===== src/hw/sms_pkg.sv =====
// Shared constants and carrier types for the sensor measurement sequencer.
package sms_pkg;

    // Converter result width and the offset that centres the control voltage code.
    localparam int ADC_W = 10;
    localparam logic [9:0] FV_MIDSCALE = 10'h200;

    // Sequencer tick length in core clocks for period select 0; doubled per step.
    localparam logic [11:0] SEQ_TICK_BASE = 12'h010;

    // Values after reset.
    localparam logic [2:0] CYCLE_CNT_RESET = 3'h0;
    localparam logic [9:0] CODE_RESET = 10'h000;
    localparam logic [6:0] PULSE_CNT_RESET = 7'h00;
    localparam logic [11:0] TICK_CNT_RESET = 12'h000;

    // Scaling gain codes: 1, 1.5, 2, 3, 4, 6, 8 and 12 in this order.
    typedef enum logic [2:0] {
        GAIN_X1, GAIN_X1P5, GAIN_X2, GAIN_X3, GAIN_X4, GAIN_X6, GAIN_X8, GAIN_X12
    } sms_gain_type;

    // Converter input multiplexer selection.
    typedef enum logic [1:0] {
        SRC_NONE, SRC_REF_CELL, SRC_IMPEDANCE, SRC_FILTERED
    } sms_src_type;

    // Timing settings, taken over only at the start of a measurement cycle.
    typedef struct packed {
        logic [1:0] meas_clock_period_sel;
        logic [6:0] impedance_pulse_time;
        logic [6:0] bandgap_pulse_time;
        logic [2:0] ref_switch_pulse_time;
    } sms_timing_type;

    // Host configuration as written over the serial port.
    typedef struct packed {
        sms_gain_type scale_gain_sel;
        sms_timing_type timing;
        logic sync_mode_sel;
        logic prot_gate_a_enable;
        logic prot_gate_b_enable;
    } sms_cfg_type;

    // Results presented to the serial output frame.
    typedef struct packed {
        logic [9:0] ref_cell_code;
        logic [9:0] filt_code;
        logic [9:0] imp_code_a;
        logic [9:0] imp_code_b;
        logic [2:0] cycle_count;
    } sms_result_type;

endpackage


===== src/hw/sms_sequencer.sv =====
// Measurement sequencer: conversion timing, pulse timing, sync start and protection gates.

module sms_sequencer (
    input wire logic MCLK_IN,
    input wire logic RESET_IN,
    input wire sms_pkg::sms_cfg_type CFG_IN,
    input wire logic SYNC_IN_PIN_IN,
    input wire logic RETURN_CMP_IN,
    input wire logic ADC_DONE_IN,
    input wire logic [9:0] ADC_CODE_IN,
    output logic ADC_START_OUT,
    output sms_pkg::sms_src_type MUX_SEL_OUT,
    output sms_pkg::sms_gain_type GAIN_SEL_OUT,
    output logic IMP_SWITCH_OUT,
    output logic REF_SWITCH_OUT,
    output logic BANDGAP_SWITCH_OUT,
    output logic MEAS_ACTIVE_OUT,
    output logic PROT_GATE_A_OUT,
    output logic PROT_GATE_B_OUT,
    output logic RETURN_SHORT_BATT_OUT,
    output sms_pkg::sms_result_type RESULT_OUT
);

    typedef enum logic [2:0] {S_IDLE, S_IMP1, S_IMP_PULSE, S_IMP2, S_REF, S_FILT, S_REF_PULSE,
        S_BG_PULSE} sms_state_type;

    ////////////////////////////////////////////////////////////////////////////////
    // Pin synchronisers.

    logic sync_s1_r, sync_s2_r, sync_s3_r;
    logic cmp_s1_r, cmp_s2_r;
    logic sync_rise;

    // Both pins are asynchronous; the first stage feeds only the second.
    always_ff @(posedge MCLK_IN)
    begin
        if (RESET_IN)
        begin
            sync_s1_r <= 1'b0;
            sync_s2_r <= 1'b0;
            sync_s3_r <= 1'b0;
            cmp_s1_r <= 1'b0;
            cmp_s2_r <= 1'b0;
        end
        else
        begin
            sync_s1_r <= SYNC_IN_PIN_IN;
            sync_s2_r <= sync_s1_r;
            sync_s3_r <= sync_s2_r;
            cmp_s1_r <= RETURN_CMP_IN;
            cmp_s2_r <= cmp_s1_r;
        end
    end

    // Rising edge of the sync pin, seen one cycle after it settles.
    assign sync_rise = sync_s2_r & ~sync_s3_r;

    ////////////////////////////////////////////////////////////////////////////////
    // Protection gates and return-pin short detection.

    logic gate_a_r, gate_b_r, short_r;
    logic gate_a_nxt, gate_b_nxt, short_nxt;

    // The comparator is only meaningful while a gate grounds the return pin.
    always_comb
    begin
        gate_a_nxt = CFG_IN.prot_gate_a_enable;
        gate_b_nxt = CFG_IN.prot_gate_b_enable;
        short_nxt = (gate_a_r | gate_b_r) & cmp_s2_r;
    end

    always_ff @(posedge MCLK_IN)
    begin
        if (RESET_IN)
        begin
            gate_a_r <= 1'b0;
            gate_b_r <= 1'b0;
            short_r <= 1'b0;
        end
        else
        begin
            gate_a_r <= gate_a_nxt;
            gate_b_r <= gate_b_nxt;
            short_r <= short_nxt;
        end
    end

    assign PROT_GATE_A_OUT = gate_a_r;
    assign PROT_GATE_B_OUT = gate_b_r;
    assign RETURN_SHORT_BATT_OUT = short_r;

    ////////////////////////////////////////////////////////////////////////////////
    // Sequencer tick generator.

    sms_pkg::sms_timing_type tcfg_r;
    logic [11:0] tick_cnt_r, tick_cnt_nxt;
    logic tick;

    // Last count of one tick for a period select; the period doubles per step.
    function automatic logic [11:0] tick_last(input logic [1:0] sel);
        tick_last = (sms_pkg::SEQ_TICK_BASE << sel) - 12'h001;
    endfunction

    // The period comes from the snapshot, so it cannot change inside a cycle.
    always_comb
    begin
        tick = (tick_cnt_r >= tick_last(tcfg_r.meas_clock_period_sel));
        tick_cnt_nxt = tick ? sms_pkg::TICK_CNT_RESET : tick_cnt_r + 12'h001;
    end

    always_ff @(posedge MCLK_IN)
    begin
        if (RESET_IN)
        begin
            tick_cnt_r <= sms_pkg::TICK_CNT_RESET;
        end
        else
        begin
            tick_cnt_r <= tick_cnt_nxt;
        end
    end

    ////////////////////////////////////////////////////////////////////////////////
    // Measurement state machine.

    sms_state_type state_r, state_nxt;
    sms_pkg::sms_timing_type tcfg_nxt;
    sms_pkg::sms_result_type res_r, res_nxt;
    sms_pkg::sms_src_type mux_r, mux_nxt;
    sms_pkg::sms_gain_type gain_r, gain_nxt;
    logic [6:0] pcnt_r, pcnt_nxt, width;
    logic busy_r, busy_nxt, start_r, start_nxt, cycle_end;

    // Pulse length in ticks for the pulse states.
    function automatic logic [6:0] pulse_width(input sms_state_type st,
                                               input sms_pkg::sms_timing_type t);
        if (st == S_IMP_PULSE)
            pulse_width = t.impedance_pulse_time;
        else if (st == S_REF_PULSE)
            pulse_width = {4'h0, t.ref_switch_pulse_time};
        else
            pulse_width = t.bandgap_pulse_time;
    endfunction

    // Next state, conversions, pulse timing and result capture.
    always_comb
    begin
        state_nxt = state_r;
        tcfg_nxt = tcfg_r;
        res_nxt = res_r;
        pcnt_nxt = pcnt_r;
        busy_nxt = busy_r;
        start_nxt = 1'b0;
        cycle_end = 1'b0;
        width = pulse_width(state_r, tcfg_r);
        case (state_r)
            S_IDLE:
            begin
                // A sync edge is only looked at here, so edges in a cycle are lost.
                if (!CFG_IN.sync_mode_sel || sync_rise)
                begin
                    tcfg_nxt = CFG_IN.timing;
                    state_nxt = S_IMP1;
                end
            end
            S_IMP1, S_IMP2, S_REF, S_FILT:
            begin
                if (!busy_r)
                begin
                    start_nxt = 1'b1;
                    busy_nxt = 1'b1;
                end
                else if (ADC_DONE_IN)
                begin
                    busy_nxt = 1'b0;
                    case (state_r)
                        S_IMP1:
                        begin
                            res_nxt.imp_code_a = ADC_CODE_IN;
                            state_nxt = S_IMP_PULSE;
                        end
                        S_IMP2:
                        begin
                            res_nxt.imp_code_b = ADC_CODE_IN;
                            state_nxt = S_REF;
                        end
                        S_REF:
                        begin
                            res_nxt.ref_cell_code = ADC_CODE_IN;
                            state_nxt = S_FILT;
                        end
                        default:
                        begin
                            res_nxt.filt_code = ADC_CODE_IN + sms_pkg::FV_MIDSCALE;
                            state_nxt = S_REF_PULSE;
                        end
                    endcase
                end
            end
            default:
            begin
                // A zero width still lasts one tick so the switch is seen.
                if (tick)
                begin
                    if ({1'b0, pcnt_r} + 8'h01 >= {1'b0, width})
                    begin
                        pcnt_nxt = sms_pkg::PULSE_CNT_RESET;
                        if (state_r == S_IMP_PULSE)
                            state_nxt = S_IMP2;
                        else if (state_r == S_REF_PULSE)
                            state_nxt = S_BG_PULSE;
                        else
                        begin
                            state_nxt = S_IDLE;
                            cycle_end = 1'b1;
                        end
                    end
                    else
                    begin
                        pcnt_nxt = pcnt_r + 7'h01;
                    end
                end
            end
        endcase
        // The 3-bit field wraps from seven to zero by itself.
        if (cycle_end)
            res_nxt.cycle_count = res_r.cycle_count + 3'h1;
        if (state_nxt == S_IMP1 || state_nxt == S_IMP2)
            mux_nxt = sms_pkg::SRC_IMPEDANCE;
        else if (state_nxt == S_REF)
            mux_nxt = sms_pkg::SRC_REF_CELL;
        else if (state_nxt == S_FILT)
            mux_nxt = sms_pkg::SRC_FILTERED;
        else
            mux_nxt = sms_pkg::SRC_NONE;
        // Programmed gain only on the control voltage; amplifier inputs stay at unity.
        gain_nxt = (mux_nxt == sms_pkg::SRC_FILTERED) ? CFG_IN.scale_gain_sel
                                                      : sms_pkg::GAIN_X1;
    end

    always_ff @(posedge MCLK_IN)
    begin
        if (RESET_IN)
        begin
            state_r <= S_IDLE;
            tcfg_r <= '0;
            res_r <= '0;
            pcnt_r <= sms_pkg::PULSE_CNT_RESET;
            busy_r <= 1'b0;
            start_r <= 1'b0;
            mux_r <= sms_pkg::SRC_NONE;
            gain_r <= sms_pkg::GAIN_X1;
        end
        else
        begin
            state_r <= state_nxt;
            tcfg_r <= tcfg_nxt;
            res_r <= res_nxt;
            pcnt_r <= pcnt_nxt;
            busy_r <= busy_nxt;
            start_r <= start_nxt;
            mux_r <= mux_nxt;
            gain_r <= gain_nxt;
        end
    end

    // Outputs straight from the state registers.
    assign ADC_START_OUT = start_r;
    assign MUX_SEL_OUT = mux_r;
    assign GAIN_SEL_OUT = gain_r;
    assign IMP_SWITCH_OUT = (state_r == S_IMP_PULSE);
    assign REF_SWITCH_OUT = (state_r == S_REF_PULSE);
    assign BANDGAP_SWITCH_OUT = (state_r == S_BG_PULSE);
    assign MEAS_ACTIVE_OUT = (state_r != S_IDLE);
    assign RESULT_OUT = res_r;
endmodule


===== config.mk =====
export PLATFORM = sky130hd
export DESIGN_NAME = sms_sequencer
export DESIGN_NICKNAME = d
export VERILOG_FILES = /design/src/hw/sms_pkg.sv /design/src/hw/sms_sequencer.sv
export SDC_FILE = /design/constraint.sdc
export NUM_CORES = 1
export LEC_CHECK = 0
export BUFFER_PORTS_ARGS = -buffer_cell sky130_fd_sc_hd__clkbuf_2
export CORE_UTILIZATION = 49
export DETAILED_ROUTE_END_ITERATION = 16
export PLACE_DENSITY = 0.75
export SLEW_MARGIN = 20
export SYNTH_ARGS = -nofsm -noshare
export SYNTH_HDL_FRONTEND = slang
export SYNTH_SLANG_ARGS = --single-unit

===== constraint.sdc =====
create_clock -name MCLK_IN -period 3.4 [get_ports MCLK_IN]
set_clock_uncertainty 0.2 [all_clocks]
set_input_delay 0 -clock MCLK_IN [delete_from_list [all_inputs] [get_ports MCLK_IN]]
set_output_delay 0 -clock MCLK_IN [all_outputs]
set_load 0.02 [all_outputs]

## Word level (Yosys, flattened, before mapping)

Cells that the tools add are included.

- Memories kept: 0
- Word-level logic and storage cells: 93
- Flip-flop bits (word level): 99
- Memory bits (writable): 0
- Bits in read-only memories: 0
- Bits of input ports: 40
- Latch bits: 0
- Output and inout port bits: 56

- Multiplexer cells: 23
- Eq/ne operators: 12
- Shifts and indexed selects: 1
- Bitwise logic cells: 8
- Div/mod/pow operators: 0
- Add/sub/neg operators: 6
- Reductions and logical operators: 17
- Multiply operators: 0
- Magnitude comparators: 2

Operator list:

| kind | number |
|---|---|
| $mux 3 | 7 |
| $mux 7 | 3 |
| $eq 3x3->1 const B | 6 |
| $reduce_and 4->1 | 4 |
| $add 12x1->12 const B | 1 |
| $ge 12x12->1 | 1 |
| $shl 5x2->12 const A | 1 |
| $sub 12x1->12 const B | 1 |
| $add 10x10->10 const B | 1 |
| $eq 3x2->1 const B | 3 |
| $pmux 3 s3 | 1 |
| $add 7x1->8 const B | 1 |
| $ge 8x7->1 | 1 |
| $mux 1 | 8 |
| $add 7x1->7 const B | 1 |
| $eq 3x1->1 const B | 2 |
| $mux 2 | 3 |
| $pmux 3 s2 | 1 |
| $reduce_or 2->1 | 3 |
| $not 1->1 | 5 |
| $reduce_or 5->1 | 1 |
| $reduce_and 2->1 | 2 |
| $reduce_or 4->1 | 1 |
| $add 3x1->3 const B | 1 |
| other kinds (8) | 10 |

## Depth between registers and ports, before layout

Gate-level depths: netlist of run 1.

- Word-level depth: 14
- Depth in mapped cells: 14
- Mapped depth without buffers: 11

## Worst setup path before layout of run 1

Ideal clock, no wire load.

- Path type: flip-flop to flip-flop
- Start point: register state_r[2]
- End point: register state_r[1]
- Buffers on the path: 3
- Library setup time: 0.134 ns
- Required time: 3.066 ns
- Stages on the path, launching flop included: 13
- Setup slack: 0.414 ns
- Clock period less this slack: 2.986 ns
- Arrival: 2.652 ns
- Path through: dfxtp_1 buf_2 buf_1 mux2i_1 o21ai_0 ha_1 nand2b_1 a31oi_1 o21ai_0 o21bai_2 buf_6 a2111oi_1 nor3_1

- Longest elaborated chain between the ends: 7
- Elaborated cells on any way between the ends: 19
- Classes of those cells: 1 x order compare; 6 x eq/ne; 10 x mux; 2 x reduce/logical

RTL lines:

| what | RTL line | text |
|---|---|---|
| start, declared | sms_sequencer.sv:126 | `sms_state_type state_r, state_nxt;` |
| start signal, assigned | sms_sequencer.sv:256 | `state_r <= state_nxt;` |
| $eq 3x3->1 | sms_sequencer.sv:139, sms_sequencer.sv:210 |  |
| $mux 7 | sms_sequencer.sv:139 | `else if (st == S_REF_PULSE)` |
| $mux 7 | sms_sequencer.sv:137 | `if (st == S_IMP_PULSE)` |
| $ge 8x7->1 | sms_sequencer.sv:205 | `if ({1'b0, pcnt_r} + 8'h01 >= {1'b0, width})` |
| $mux 3 | sms_sequencer.sv:205 |  |
| $mux 3 | sms_sequencer.sv:203 | `if (tick)` |
| $pmux 3 s2 * | sms_sequencer.sv:156 | `case (state_r)` |

Mark *: on every way between the ends. The rest lies on a longest branch, timed or not.
A chain may end at the register's enable or synchronous reset.

## Worst setup path after layout of run 1

- Start point: register pcnt_r[0]
- End point: register state_r[1]

- Longest elaborated chain between the ends: 5

RTL lines:

| what | RTL line | text |
|---|---|---|
| start, declared | sms_sequencer.sv:131 | `logic [6:0] pcnt_r, pcnt_nxt, width;` |
| start signal, assigned | sms_sequencer.sv:248 | `pcnt_r <= sms_pkg::PULSE_CNT_RESET;` |
| start signal, assigned | sms_sequencer.sv:259 | `pcnt_r <= pcnt_nxt;` |
| $add 7x1->8 | sms_sequencer.sv:205 |  |
| $ge 8x7->1 | sms_sequencer.sv:205 |  |
| $mux 3 | sms_sequencer.sv:205 |  |
| $mux 3 | sms_sequencer.sv:203 |  |
| $pmux 3 s2 | sms_sequencer.sv:156 |  |

No other way between the ends.

==> flow_summary_export.csv, run 1 <==
group,metric,value,unit
run_status,outcome,"completed",
clock_tree,cts_tree,"done",
synthesis,syn_area,4100,sq um
clock_tree,cts-root-buf,"clkbuf_8",
routing,vias_per_cell,5.19,
routing,finalWirelength,9450,um
setup_path,crit_path_max_incr_delay,0.45,ns
floorplanning,num_io_pins,96,
routing,drc_errors,0,
floorplanning,die_width,93.4,um
setup_path,required,3.40,ns
floorplanning,rows,32,
clock_tree,clk_pin_slew,0.09,ns
synthesis,async_flop_share,0,%
worst_hold_path,hold_start,"CFG_IN[2]",
setup_path,worstSetupStartpointType,"flip-flop",
grt,grt_pass1_wl,15800,um
setup_path,endpoint_kind,"flip-flop",
pwr,vdd_drop_max,0.202,mV
grt,grt_pass1_vias,3542,
worst_hold_path,hp-class,"in2reg",
timing,rsz0062_at_grt,"false",
final_layout,fillers,633,
timing,hold_viol_final,0,
routing,wl_per_cell,13.6,um
synthesis,synth_edf_count,0,
floorplanning,die_area,8730,sq um
timing,fin_crit,3.00,ns
setup_path,reg2reg_depth,10,
routing,drt_iter0_markers,112,
setup_path,rrSetupSlack,0.40,ns
timing,fmax,0.333,GHz
setup_path,cp_cell_sequence,"ha_1 > nand3_1 > nor2_1 > xor2_1 > ha_1 > o2111ai_1 > o21ai_1 > o21bai_2 > a2111oi_1 > nor3_1",
timing,maxSlewHeadroom,29.1,%
pwr,cellPowerDensity,455,nW/um^2
synthesis,yosys_warnings,0,
placed_design,dp_hpwl,6290,um
final_layout,antenna_cells,0,
pwr,p_int,1.66,mW
placed_design,io_buffers,95,
timing,finalSetupViolCount,0,
job,drv_cap,0,
pwr,p_switching,0.712,mW
grt,grt_antenna_before_repair,0,
timing,final_max_slew_viol_count,0,
routing,dr.pass1.iters,5,
synthesis,syn_area_per_cell,8.79,sq um
routing,final_antenna_net_count,0,
grt,grt_max_degree,51,
synthesis,syn_inst,466,
grt,grt_util_all_layers,22.8,%
pwr,switching_share,30.0,%
setup_path,crit_fanout,12,
placed_design,place.gp.congestion,0.878,
timing,period_share,88.3,%
grt,overflow,0,
clock_tree,cts_buffers,9,
worst_hold_path,worst_hold_path.endpoint,"tcfg_r[10]",
timing,worst_pin_slew,1.06,ns
pwr,clkPwrFrac,29.8,%
clock_tree,cts_setup_buffers,0,
synthesis,synth_seq_area_share,48.4,%
pwr,combPwrFrac,17.6,%
synthesis,yosys-top-cells-count,"99 x dfxtp_1, 77 x nand2_1, 54 x nor2_1, 51 x a21oi_1, 33 x mux2i_1",
final_layout,drive_gt1_share,21.2,%
setup_path,crit_top_cell,"ha_1",
setup_path,worstReg2RegStart,"pcnt_r[0]",
synthesis,synth_most_common_cell,"dfxtp_1",
clock_tree,clock-sinks,99,
floorplanning,core_area,7890,sq um
pwr,leakage,2.20,nW
final_layout,fin_nets,644,
setup_path,critPathTopFamily,"compound AO/OA/AOI/OAI gates",
synthesis,synth_ff_type,"dfxtp_1",
clock_tree,cts.path.max_buffers,2,
setup_path,reg2reg_to,"state_r[1]",
setup_path,cp_slowest_cell,"a2111oi_1",
clock_tree,htree_num_levels,3,
setup_path,timing.critical_path.buf_inv,0,
setup_path,arrival,3.00,ns
routing,vias,3615,
timing,setup_tns,0,ns
synthesis,ys_seq_elements,99,
setup_path,path_class,"reg2reg",
final_layout,syn_to_final_growth,26.9,%
synthesis,synth_top_area_share,48.4,%
floorplanning,initial_core_util,52.0,%
synthesis,synth_top_area_cell,"dfxtp_1",
worst_hold_path,hold_depth,6,
synthesis,synth_cell_types,48,
synthesis,ys_top_cells_by_area,"dfxtp_1 48%, mux2i_1 8.1%, nand2_1 7.1%",
pwr,pwr-share-seq,52.6,%
clock_tree,clkLatencyLatePin,0.36,ns
floorplanning,die_y,93.4,um
final_layout,final_util,65.9,%
-- power groups by stage --
stage | Sequential [mW] | Clock (mW) | Combinational (mW)
floorplan | 1.27 | 0 | 0.275
global placement | 1.27 | 0 | 0.366
detailed placement | 1.27 | 0 | 0.377
CTS | 1.24 | 0.728 | 0.411
global route | 1.25 | 0.774 | 0.466
finish | 1.25 | 0.706 | 0.416
-- layer usage --
| metal | part of all wire, % | track usage (%) |
|---|---|---|
| met1 | 43 | 26.5 |
| met2 | 49 | 40.0 |
| met3 | 7.2 | 7.56 |
| met4 | 0.88 | 6.54 |
| met5 | 0 | 0 |
-- layout by cell type (no fill, tap or decap), types with 3 or more instances in the layout --
cell type      netlist  routed
nand2_1             77      77
xor2_1               6       6
o21ai_0             14      13
buf_4                0       6
xnor2_1              6       6
nor2b_1              9       9
clkbuf_8             0       9
and3_1               3       3
nor2_1              54      54
conb_1               2       4
and2_1               4       4
or3_1                5       5
nor3b_1              5       5
mux2i_1             33      33
inv_1                9       9
nand3_1             10      10
a31oi_1              4       4
dlygate4sd3_1        0      37
dfxtp_1             99      99
a21oi_1             51      51
inv_6                0       3
clkbuf_2             0      95
ha_1                14      14
nor3_1               7       5
-- metrics by stage --
stage / std cells / hold slack (ns) / setup WS [ns] / instance area, sq um / power [mW]
after floorplan: 468 / -0.0783 / 0.414 / 4110 / 1.55
after global placement: 644 / 0.00197 / 0.327 / 4640 / 1.64
after detailed placement: 644 / 0.00850 / 0.251 / 4640 / 1.65
after CTS: 697 / 0.0417 / 0.227 / 5200 / 2.38
after global routing: 697 / 0.0849 / 0.0735 / 5200 / 2.49
final: 697 / 0.0611 / 0.399 / 5200 / 2.37
-- sequential cells by signal (all words and copies together) (netlist names), 2 cells and up --
| name | count |
|---|---|
| RESULT_OUT | 43 |
| MUX_SEL_OUT | 2 |
| state_r | 3 |
| GAIN_SEL_OUT | 3 |
| pcnt_r | 7 |
| tick_cnt_r | 12 |
| tcfg_r | 19 |
-- how the worst max path moves through the flow --
stage | startpoint | endpoint | slack [ns] | depth (start not counted)
finish | pcnt_r[0] | state_r[1] | 0.40 | 10
CTS | pcnt_r[0] | state_r[1] | 0.23 | 10
floorplan | state_r[2] | state_r[1] | 0.41 | 12
global placement | pcnt_r[0] | state_r[1] | 0.33 | 10
global route | state_r[0] | state_r[1] | 0.07 | 11
detailed placement | pcnt_r[0] | state_r[1] | 0.25 | 10
-- repair_timing --
item / in CTS / in global routing
endpoints found under the hold margin: 68 / 0
hold buffers: 37 / 0
resized for setup: 0 / 1
setup endpoints to repair: 0 / 5
-- cell type report --
class                   count  area, sq um  share of cell area, %
clock buffers              10          128                   2.45
well taps                 102          128                   2.45
multi-input cells         333         1980                   38.2
repair buffers            138          891                   17.1
inverters                   9         33.8                  0.650
flip-flops and latches     99         1980                   38.1
clock inverters             6         55.1                   1.06
-- worst reg2reg max path, stage by stage (launching register included) --
cell and delay [ns]:
dfxtp_1 0.41, ha_1 0.25, nand3_1 0.17, nor2_1 0.16
xor2_1 0.10, ha_1 0.30, o2111ai_1 0.11, o21ai_1 0.35
o21bai_2 0.25, a2111oi_1 0.45, nor3_1 0.10
-- cells by family after synthesis --
family	Yosys count	share of synthesized area (%)
XOR/XNOR	12	2.56
flip-flops	99	48.4
AO/OA/AOI/OAI	84	12.5
buffers and inverters	36	3.63
multiplexers	33	8.06
adder cells (fa/ha/maj)	14	4.27
other	2	0.183
AND/OR/NAND/NOR	186	20.5
Note: power is estimated with default switching activity, not from simulation.
==> run 2, diff against run 1 <==
--- a/config.mk
+++ b/config.mk
@@ -9,6 +9,7 @@
 export CORE_UTILIZATION = 49
 export DETAILED_ROUTE_END_ITERATION = 16
 export PLACE_DENSITY = 0.75
+export RECOVER_POWER = 100
 export SLEW_MARGIN = 20
 export SYNTH_ARGS = -nofsm -noshare
 export SYNTH_HDL_FRONTEND = slang
==> run 2 against run 1 <==
Total power decreased by 0.65%. Sequential share of layout area rose by 0.86 points. Count of clock-buffer cells in the layout stayed put. Non-clock buffer count unchanged. Largest power group unchanged. Largest cell class is now flip-flops and latches. Worst hold slack lost 0.0074 ns. Global-route usage stayed put. Fmax fell by 1.4%.
==> flow_summary_export.csv, run 2 (synthesized netlist as in run 1, its figures left out) <==
group,metric,value,unit
timing,maxSlewHeadroom,25.4,%
placed_design,io_buffers,95,
setup_path,required,3.45,ns
routing,final_antenna_net_count,0,
final_layout,final_common_cell,"dfxtp_1",
clock_tree,cts.path.max_buffers,2,
routing,drt_iter0_markers,137,
clock_tree,cts_tree,"done",
routing,wl_per_cell,13.5,um
final_layout,fin_nets,644,
routing,finalWirelength,9440,um
grt,use_met3,7.56,%
final_layout,largest_reg_flops,43,
routing,vias_per_cell,5.16,
placed_design,placed_cell_area,4640,sq um
grt,grt_max_degree,51,
timing,period_share,89.5,%
floorplanning,core_area,7890,sq um
timing,finalSetupViolCount,0,
grt,grt_util_all_layers,22.8,%
final_layout,syn_to_final_growth,24.1,%
floorplanning,die_y,93.4,um
timing,fmax,0.329,GHz
routing,vias,3596,
job,drv_cap,0,
setup_path,crit_fanout,15,
worst_hold_path,hp-class,"in2reg",
floorplanning,initial_core_util,52.0,%
timing,worst_pin_slew,1.11,ns
clock_tree,cts_setup_buffers,0,
pwr,cellPowerDensity,463,nW/um^2
timing,setup_tns,0,ns
setup_path,path_class,"reg2reg",
setup_path,crit_path_max_incr_delay,0.75,ns
final_layout,fillers,678,
placed_design,place.gp.congestion,0.878,
final_layout,drive_gt1_share,10.9,%
routing,drc_errors,0,
run_status,outcome,"completed",
clock_tree,cts_buffers,9,
grt,grt_use_met1,26.5,%
grt,grt_pass1_wl,15800,um
timing,final_max_slew_viol_count,0,
grt,grt_pass1_vias,3542,
routing,dr.pass1.iters,4,
floorplanning,die_area,8730,sq um
timing,whs,0.0537,ns
setup_path,endpoint_kind,"flip-flop",
pwr,leakage,2.00,nW
setup_path,cp_slowest_cell,"nor3_1",
pwr,vdd_drop_max,0.200,mV
timing,rsz0062_at_grt,"false",
clock_tree,clkLatencyLatePin,0.36,ns
grt,grt_antenna_before_repair,0,
setup_path,worstSetupStartpointType,"flip-flop",
placed_design,dp_hpwl,6290,um
timing,fin_crit,3.04,ns
placed_design,place_ws,0.251,ns
grt,grt_util_met2,40.0,%
floorplanning,rows,32,
final_layout,antenna_cells,0,
grt,overflow,0,
timing,setup_slack,0.358,ns
floorplanning,num_io_pins,96,
final_layout,final_util,64.5,%
setup_path,arrival,3.09,ns
floorplanning,die_width,93.4,um
clock_tree,cts-root-buf,"clkbuf_8",
timing,hold_viol_final,0,
final_layout,most-common-layout-cells,"99 x dfxtp_1, 77 x nand2_1, 58 x clkbuf_1, 55 x nor2_1, 52 x a21oi_1",
grt,gr-max-usage-layer,"met2",
clock_tree,htree_num_levels,3,
clock_tree,clk_pin_slew,0.10,ns
setup_path,cp_cell_sequence,"clkbuf_1 > inv_1 > nor3_1 > clkbuf_2 > mux2i_1 > nor2_1",
final_layout,stdcell_area,5090,sq um
clock_tree,clock-sinks,99,
## run 2: changes by cell type in the layout (fill, tap and decap cells not counted), sizes merged
cell    previous run  this run
clkbuf           105       107
buf                6         4
## run 2: final timing paths
kind / slack, ns / endpoint / cells after the start / from
setup / recovery: 0.36 / RESULT_OUT[35] / 6 / state_r[2]
hold / removal: 0.05 / tcfg_r[12] / 6 / CFG_IN[2]
setup reg to reg: 0.36 / RESULT_OUT[35] / 6 / state_r[2]
hold reg to reg: 0.24 / sync_s3_r / 2 / sync_s2_r
## run 2: metrics by stage
| stage | power [mW] | instances |
|---|---|---|
| 2_1_floorplan | 1.55 | 468 |
| 3_3_place_gp | 1.64 | 644 |
| 6_report | 2.35 | 697 |
| 5_1_grt | 2.48 | 697 |
| 3_5_place_dp | 1.65 | 644 |
| 4_1_cts | 2.38 | 697 |
## run 2: power by group
group          internal, mW  leakage (nW)  switching (mW)
clock network         0.282        0.0938           0.424
logic                 0.154          1.10           0.248
registers              1.21         0.804          0.0312
## run 2: worst max-delay path, delay by kind of cell (launching register included)
family	cells	cell delay (ns)
and+or+nand+nor	2	0.81
DFF	1	0.60
buffers and inverters	3	1.09
muxes	1	0.22
## run 2: cell type report
class / count / area, sq um / area share [%]
sequential: 99 / 1980 / 39.0
multi-input combinational: 333 / 1950 / 38.3
timing repair buffer: 138 / 815 / 16.0
clock buffer: 10 / 128 / 2.51
tap: 102 / 128 / 2.51
clock inverter: 6 / 55.1 / 1.08
inverter: 9 / 33.8 / 0.664
## run 2: repair_timing
| item | in CTS | in global routing |
|---|---|---|
| hold buffers | 37 | 0 |
| gates resized for setup | 0 | 1 |
| hold endpoints to repair | 68 | 0 |
| setup endpoints to repair | 0 | 5 |
## run 2: per-layer routing
metal,wire length (um),part of all wire [%]
met2,4620,49
met5,0,0
met3,623,6.6
met1,4120,44
met4,78,0.83
==> run 3, diff against run 2 <==
--- a/config.mk
+++ b/config.mk
@@ -5,7 +5,9 @@
 export SDC_FILE = /design/constraint.sdc
 export NUM_CORES = 1
 export LEC_CHECK = 0
-export BUFFER_PORTS_ARGS = -buffer_cell sky130_fd_sc_hd__clkbuf_2
+export ABC_AREA = 1
+export BUFFER_PORTS_ARGS = -buffer_cell sky130_fd_sc_hd__buf_2
+export CORE_MARGIN = 2
 export CORE_UTILIZATION = 49
 export DETAILED_ROUTE_END_ITERATION = 16
 export PLACE_DENSITY = 0.75
==> run 3 against run 2 <==
Setup slack better by 0.077 ns. Count of clock-buffer cells in the layout down 1. Register-to-register slack better by 0.08 ns. Via count up 4.3%. Fmax up 2.6%. Area after synthesis down 3.0%. Routed wire length up 3.3%. Synthesized cell count up 10%. Critical endpoint is now RESULT_OUT[0].
==> flow_summary_export.csv, run 3 <==
group,metric,value,unit
run_status,outcome,"completed",
timing,worst_pin_slew,0.875,ns
setup_path,critPathTopFamily,"simple AND/OR/NAND/NOR gates",
floorplanning,rows,32,
pwr,fin_total_pwr,2.25,mW
final_layout,antenna_cells,0,
setup_path,crit_fanout,7,
floorplanning,die_y,94.1,um
grt,overflow,0,
pwr,leakage,2.24,nW
final_layout,most-common-layout-cells,"156 x nor2_1, 99 x dfxtp_1, 66 x o21ai_0, 56 x clkbuf_1, 45 x inv_1",
routing,final_antenna_net_count,0,
routing,drc_errors,0,
grt,grt_antenna_before_repair,0,
grt,grt_pass1_wl,16000,um
final_layout,final_util,65.2,%
grt,grt_pass1_vias,3624,
synthesis,synth_edf_count,0,
floorplanning,core_area,7810,sq um
routing,vias_per_cell,4.95,
setup_path,timing.critical_path.buf_inv,3,
timing,maxSlewHeadroom,41.7,%
synthesis,synth_most_common_cell,"nor2_1",
timing,hold_viol_final,0,
clock_tree,clock-sinks,99,
placed_design,dp_hpwl,6730,um
timing,fmax,0.337,GHz
final_layout,final_common_cell,"nor2_1",
synthesis,synth_cell_types,39,
synthesis,syn_area,3980,sq um
placed_design,dp.cells,700,
final_layout,layout.cells.non_filler,758,
floorplanning,num_io_pins,96,
pwr,cellPowerDensity,442,nW/um^2
final_layout,largest_reg_flops,43,
pwr,p_int,1.65,mW
timing,final_max_slew_viol_count,0,
synthesis,yosys_warnings,0,
pwr,combPwrFrac,10.6,%
clock_tree,cts.path.max_buffers,2,
synthesis,async_flop_share,0,%
grt,grt_util_met2,38.9,%
timing,fin_crit,2.97,ns
setup_path,crit_top_cell,"nand2_1",
clock_tree,cts_buffers,9,
clock_tree,htree_num_levels,3,
timing,period_share,87.2,%
placed_design,place.gp.congestion,0.866,
grt,grt_util_all_layers,22.9,%
pwr,p_switching,0.595,mW
setup_path,arrival,3.06,ns
synthesis,synth_seq_area_share,49.8,%
floorplanning,die_area,8850,sq um
timing,finalSetupViolCount,0,
clock_tree,clkLatencyLatePin,0.37,ns
final_layout,syn_to_final_growth,27.9,%
pwr,vdd_drop_max,0.342,mV
timing,setup_tns,0,ns
pwr,pwr-share-seq,54.4,%
grt,use_met3,6.90,%
timing,rsz0062_at_grt,"false",
synthesis,syn_area_per_cell,7.74,sq um
synthesis,ys_seq_elements,99,
clock_tree,cts-root-buf,"clkbuf_8",
setup_path,required,3.50,ns
routing,vias,3751,
setup_path,path_class,"reg2reg",
setup_path,endpoint_kind,"flip-flop",
grt,grt_max_degree,54,
synthesis,ys_top_cells_by_area,"dfxtp_1 50%, nor2_1 15%, o21ai_0 8.3%",
routing,finalWirelength,9750,um
synthesis,synth_top_area_cell,"dfxtp_1",
routing,wl_per_cell,12.9,um
setup_path,crit_path_max_incr_delay,0.41,ns
pwr,clkPwrFrac,35.1,%
synthesis,synth_ff_type,"dfxtp_1",
synthesis,synth_top_area_share,49.8,%
setup_path,cp_slowest_cell,"dfxtp_1",
floorplanning,die_width,94.1,um
job,drv_cap,0,
setup_path,cp_cell_sequence,"inv_1 > nor2_2 > inv_1 > nor2_2 > inv_1 > nor2_1 > nor2_1 > ha_1 > nand2_1 > nand3_1 > nand2_1 > nand2_1 > nand2_1 > nand2_2 > nand3_2 > nor2_1 > o21ai_0 > a21oi_1",
routing,dr.pass1.iters,4,
setup_path,worstSetupStartpointType,"flip-flop",
clock_tree,cts_tree,"done",
synthesis,syn_inst,514,
floorplanning,initial_core_util,50.9,%
pwr,switching_share,26.5,%
synthesis,yosys-top-cells-count,"155 x nor2_1, 99 x dfxtp_1, 66 x o21ai_0, 44 x inv_1, 40 x nand2_1",
routing,drt_iter0_markers,162,
final_layout,fin_nets,705,
clock_tree,clk_pin_slew,0.10,ns
grt,grt_use_met1,27.2,%
placed_design,io_buffers,95,
grt,gr-max-usage-layer,"met2",
worst_hold_path,hp-class,"in2reg",
final_layout,drive_gt1_share,11.4,%
[run 3: cell count changes in the layout (fill, tap and decap cells not counted), sizes merged, moves of 37 or more]
cell    before  now
o21ai       14   67
clkbuf     107   66
inv         13   51
a21oi       52   15
buf          4   41
nor2        55  162
[run 3: worst paths after layout]
kind	endpoint	slack, ns	startpoint	depth (start not counted)
max	RESULT_OUT[0]	0.43	state_r[1]	18
min	RESULT_OUT[32]	0.17	ADC_CODE_IN[9]	3
max reg2reg	RESULT_OUT[0]	0.43	state_r[1]	18
min reg2reg	cmp_s2_r	0.19	cmp_s1_r	2
[run 3: final cells by class]
type / instances / area (sq um)
fillers: 709 / 2720
flip-flops and latches: 99 / 1980
multi-input cells: 350 / 1730
repair buffers: 140 / 843
inverters: 51 / 191
well taps: 102 / 128
clock buffers: 9 / 124
clock inverters: 7 / 85.1
[run 3: timing repair]
action	CTS	global route
gates resized for setup	0	1
buffers inserted	0	0
endpoints found under the setup margin	0	4
hold buffers	42	0
endpoints found under the hold margin	82	0
[run 3: logic make-up (layout without fill, tap and decap cells)]
family          after synthesis  after routing  synth area share, %
simple gates                226            226                 23.8
fa+ha+maj                    14             14                 4.41
xor+xnor                      7              7                 1.54
compound gates               99             99                 13.7
other cells                   2              4                0.189
flops                        99             99                 49.8
buf+inv                      67            207                 6.54
[run 3: tightest hold or removal path, cell delays in order]
cell	delay (ns)
dlygate4sd3_1	0.54
buf_2	0.11
a21oi_1	0.05
[run 3: power groups by stage]
stage	Clock (mW)	Sequential, mW	Combinational (mW)
after detailed placement	0	1.25	0.202
after global routing	0.856	1.23	0.273
after CTS	0.805	1.22	0.241
after global placement	0	1.25	0.197
final	0.789	1.22	0.238
after floorplan	0	1.25	0.130
[run 3: layer usage]
metal / wire (um) / up-vias
li1: - / 1915
met1: 4260 / 1715
met2: 4740 / 107
met3: 582 / 14
met4: 163 / 0
met5: 0 / -
[run 3: through the flow]
step | area (sq um) | setup slack, ns | hold WS (ns)
detailed placement | 4540 | 0.383 | -0.00486
floorplan | 3980 | 0.577 | -0.110
finish | 5090 | 0.434 | 0.173
CTS | 5170 | 0.358 | 0.00140
global route | 5090 | 0.0577 | 0.171
global placement | 4540 | 0.587 | -0.00699
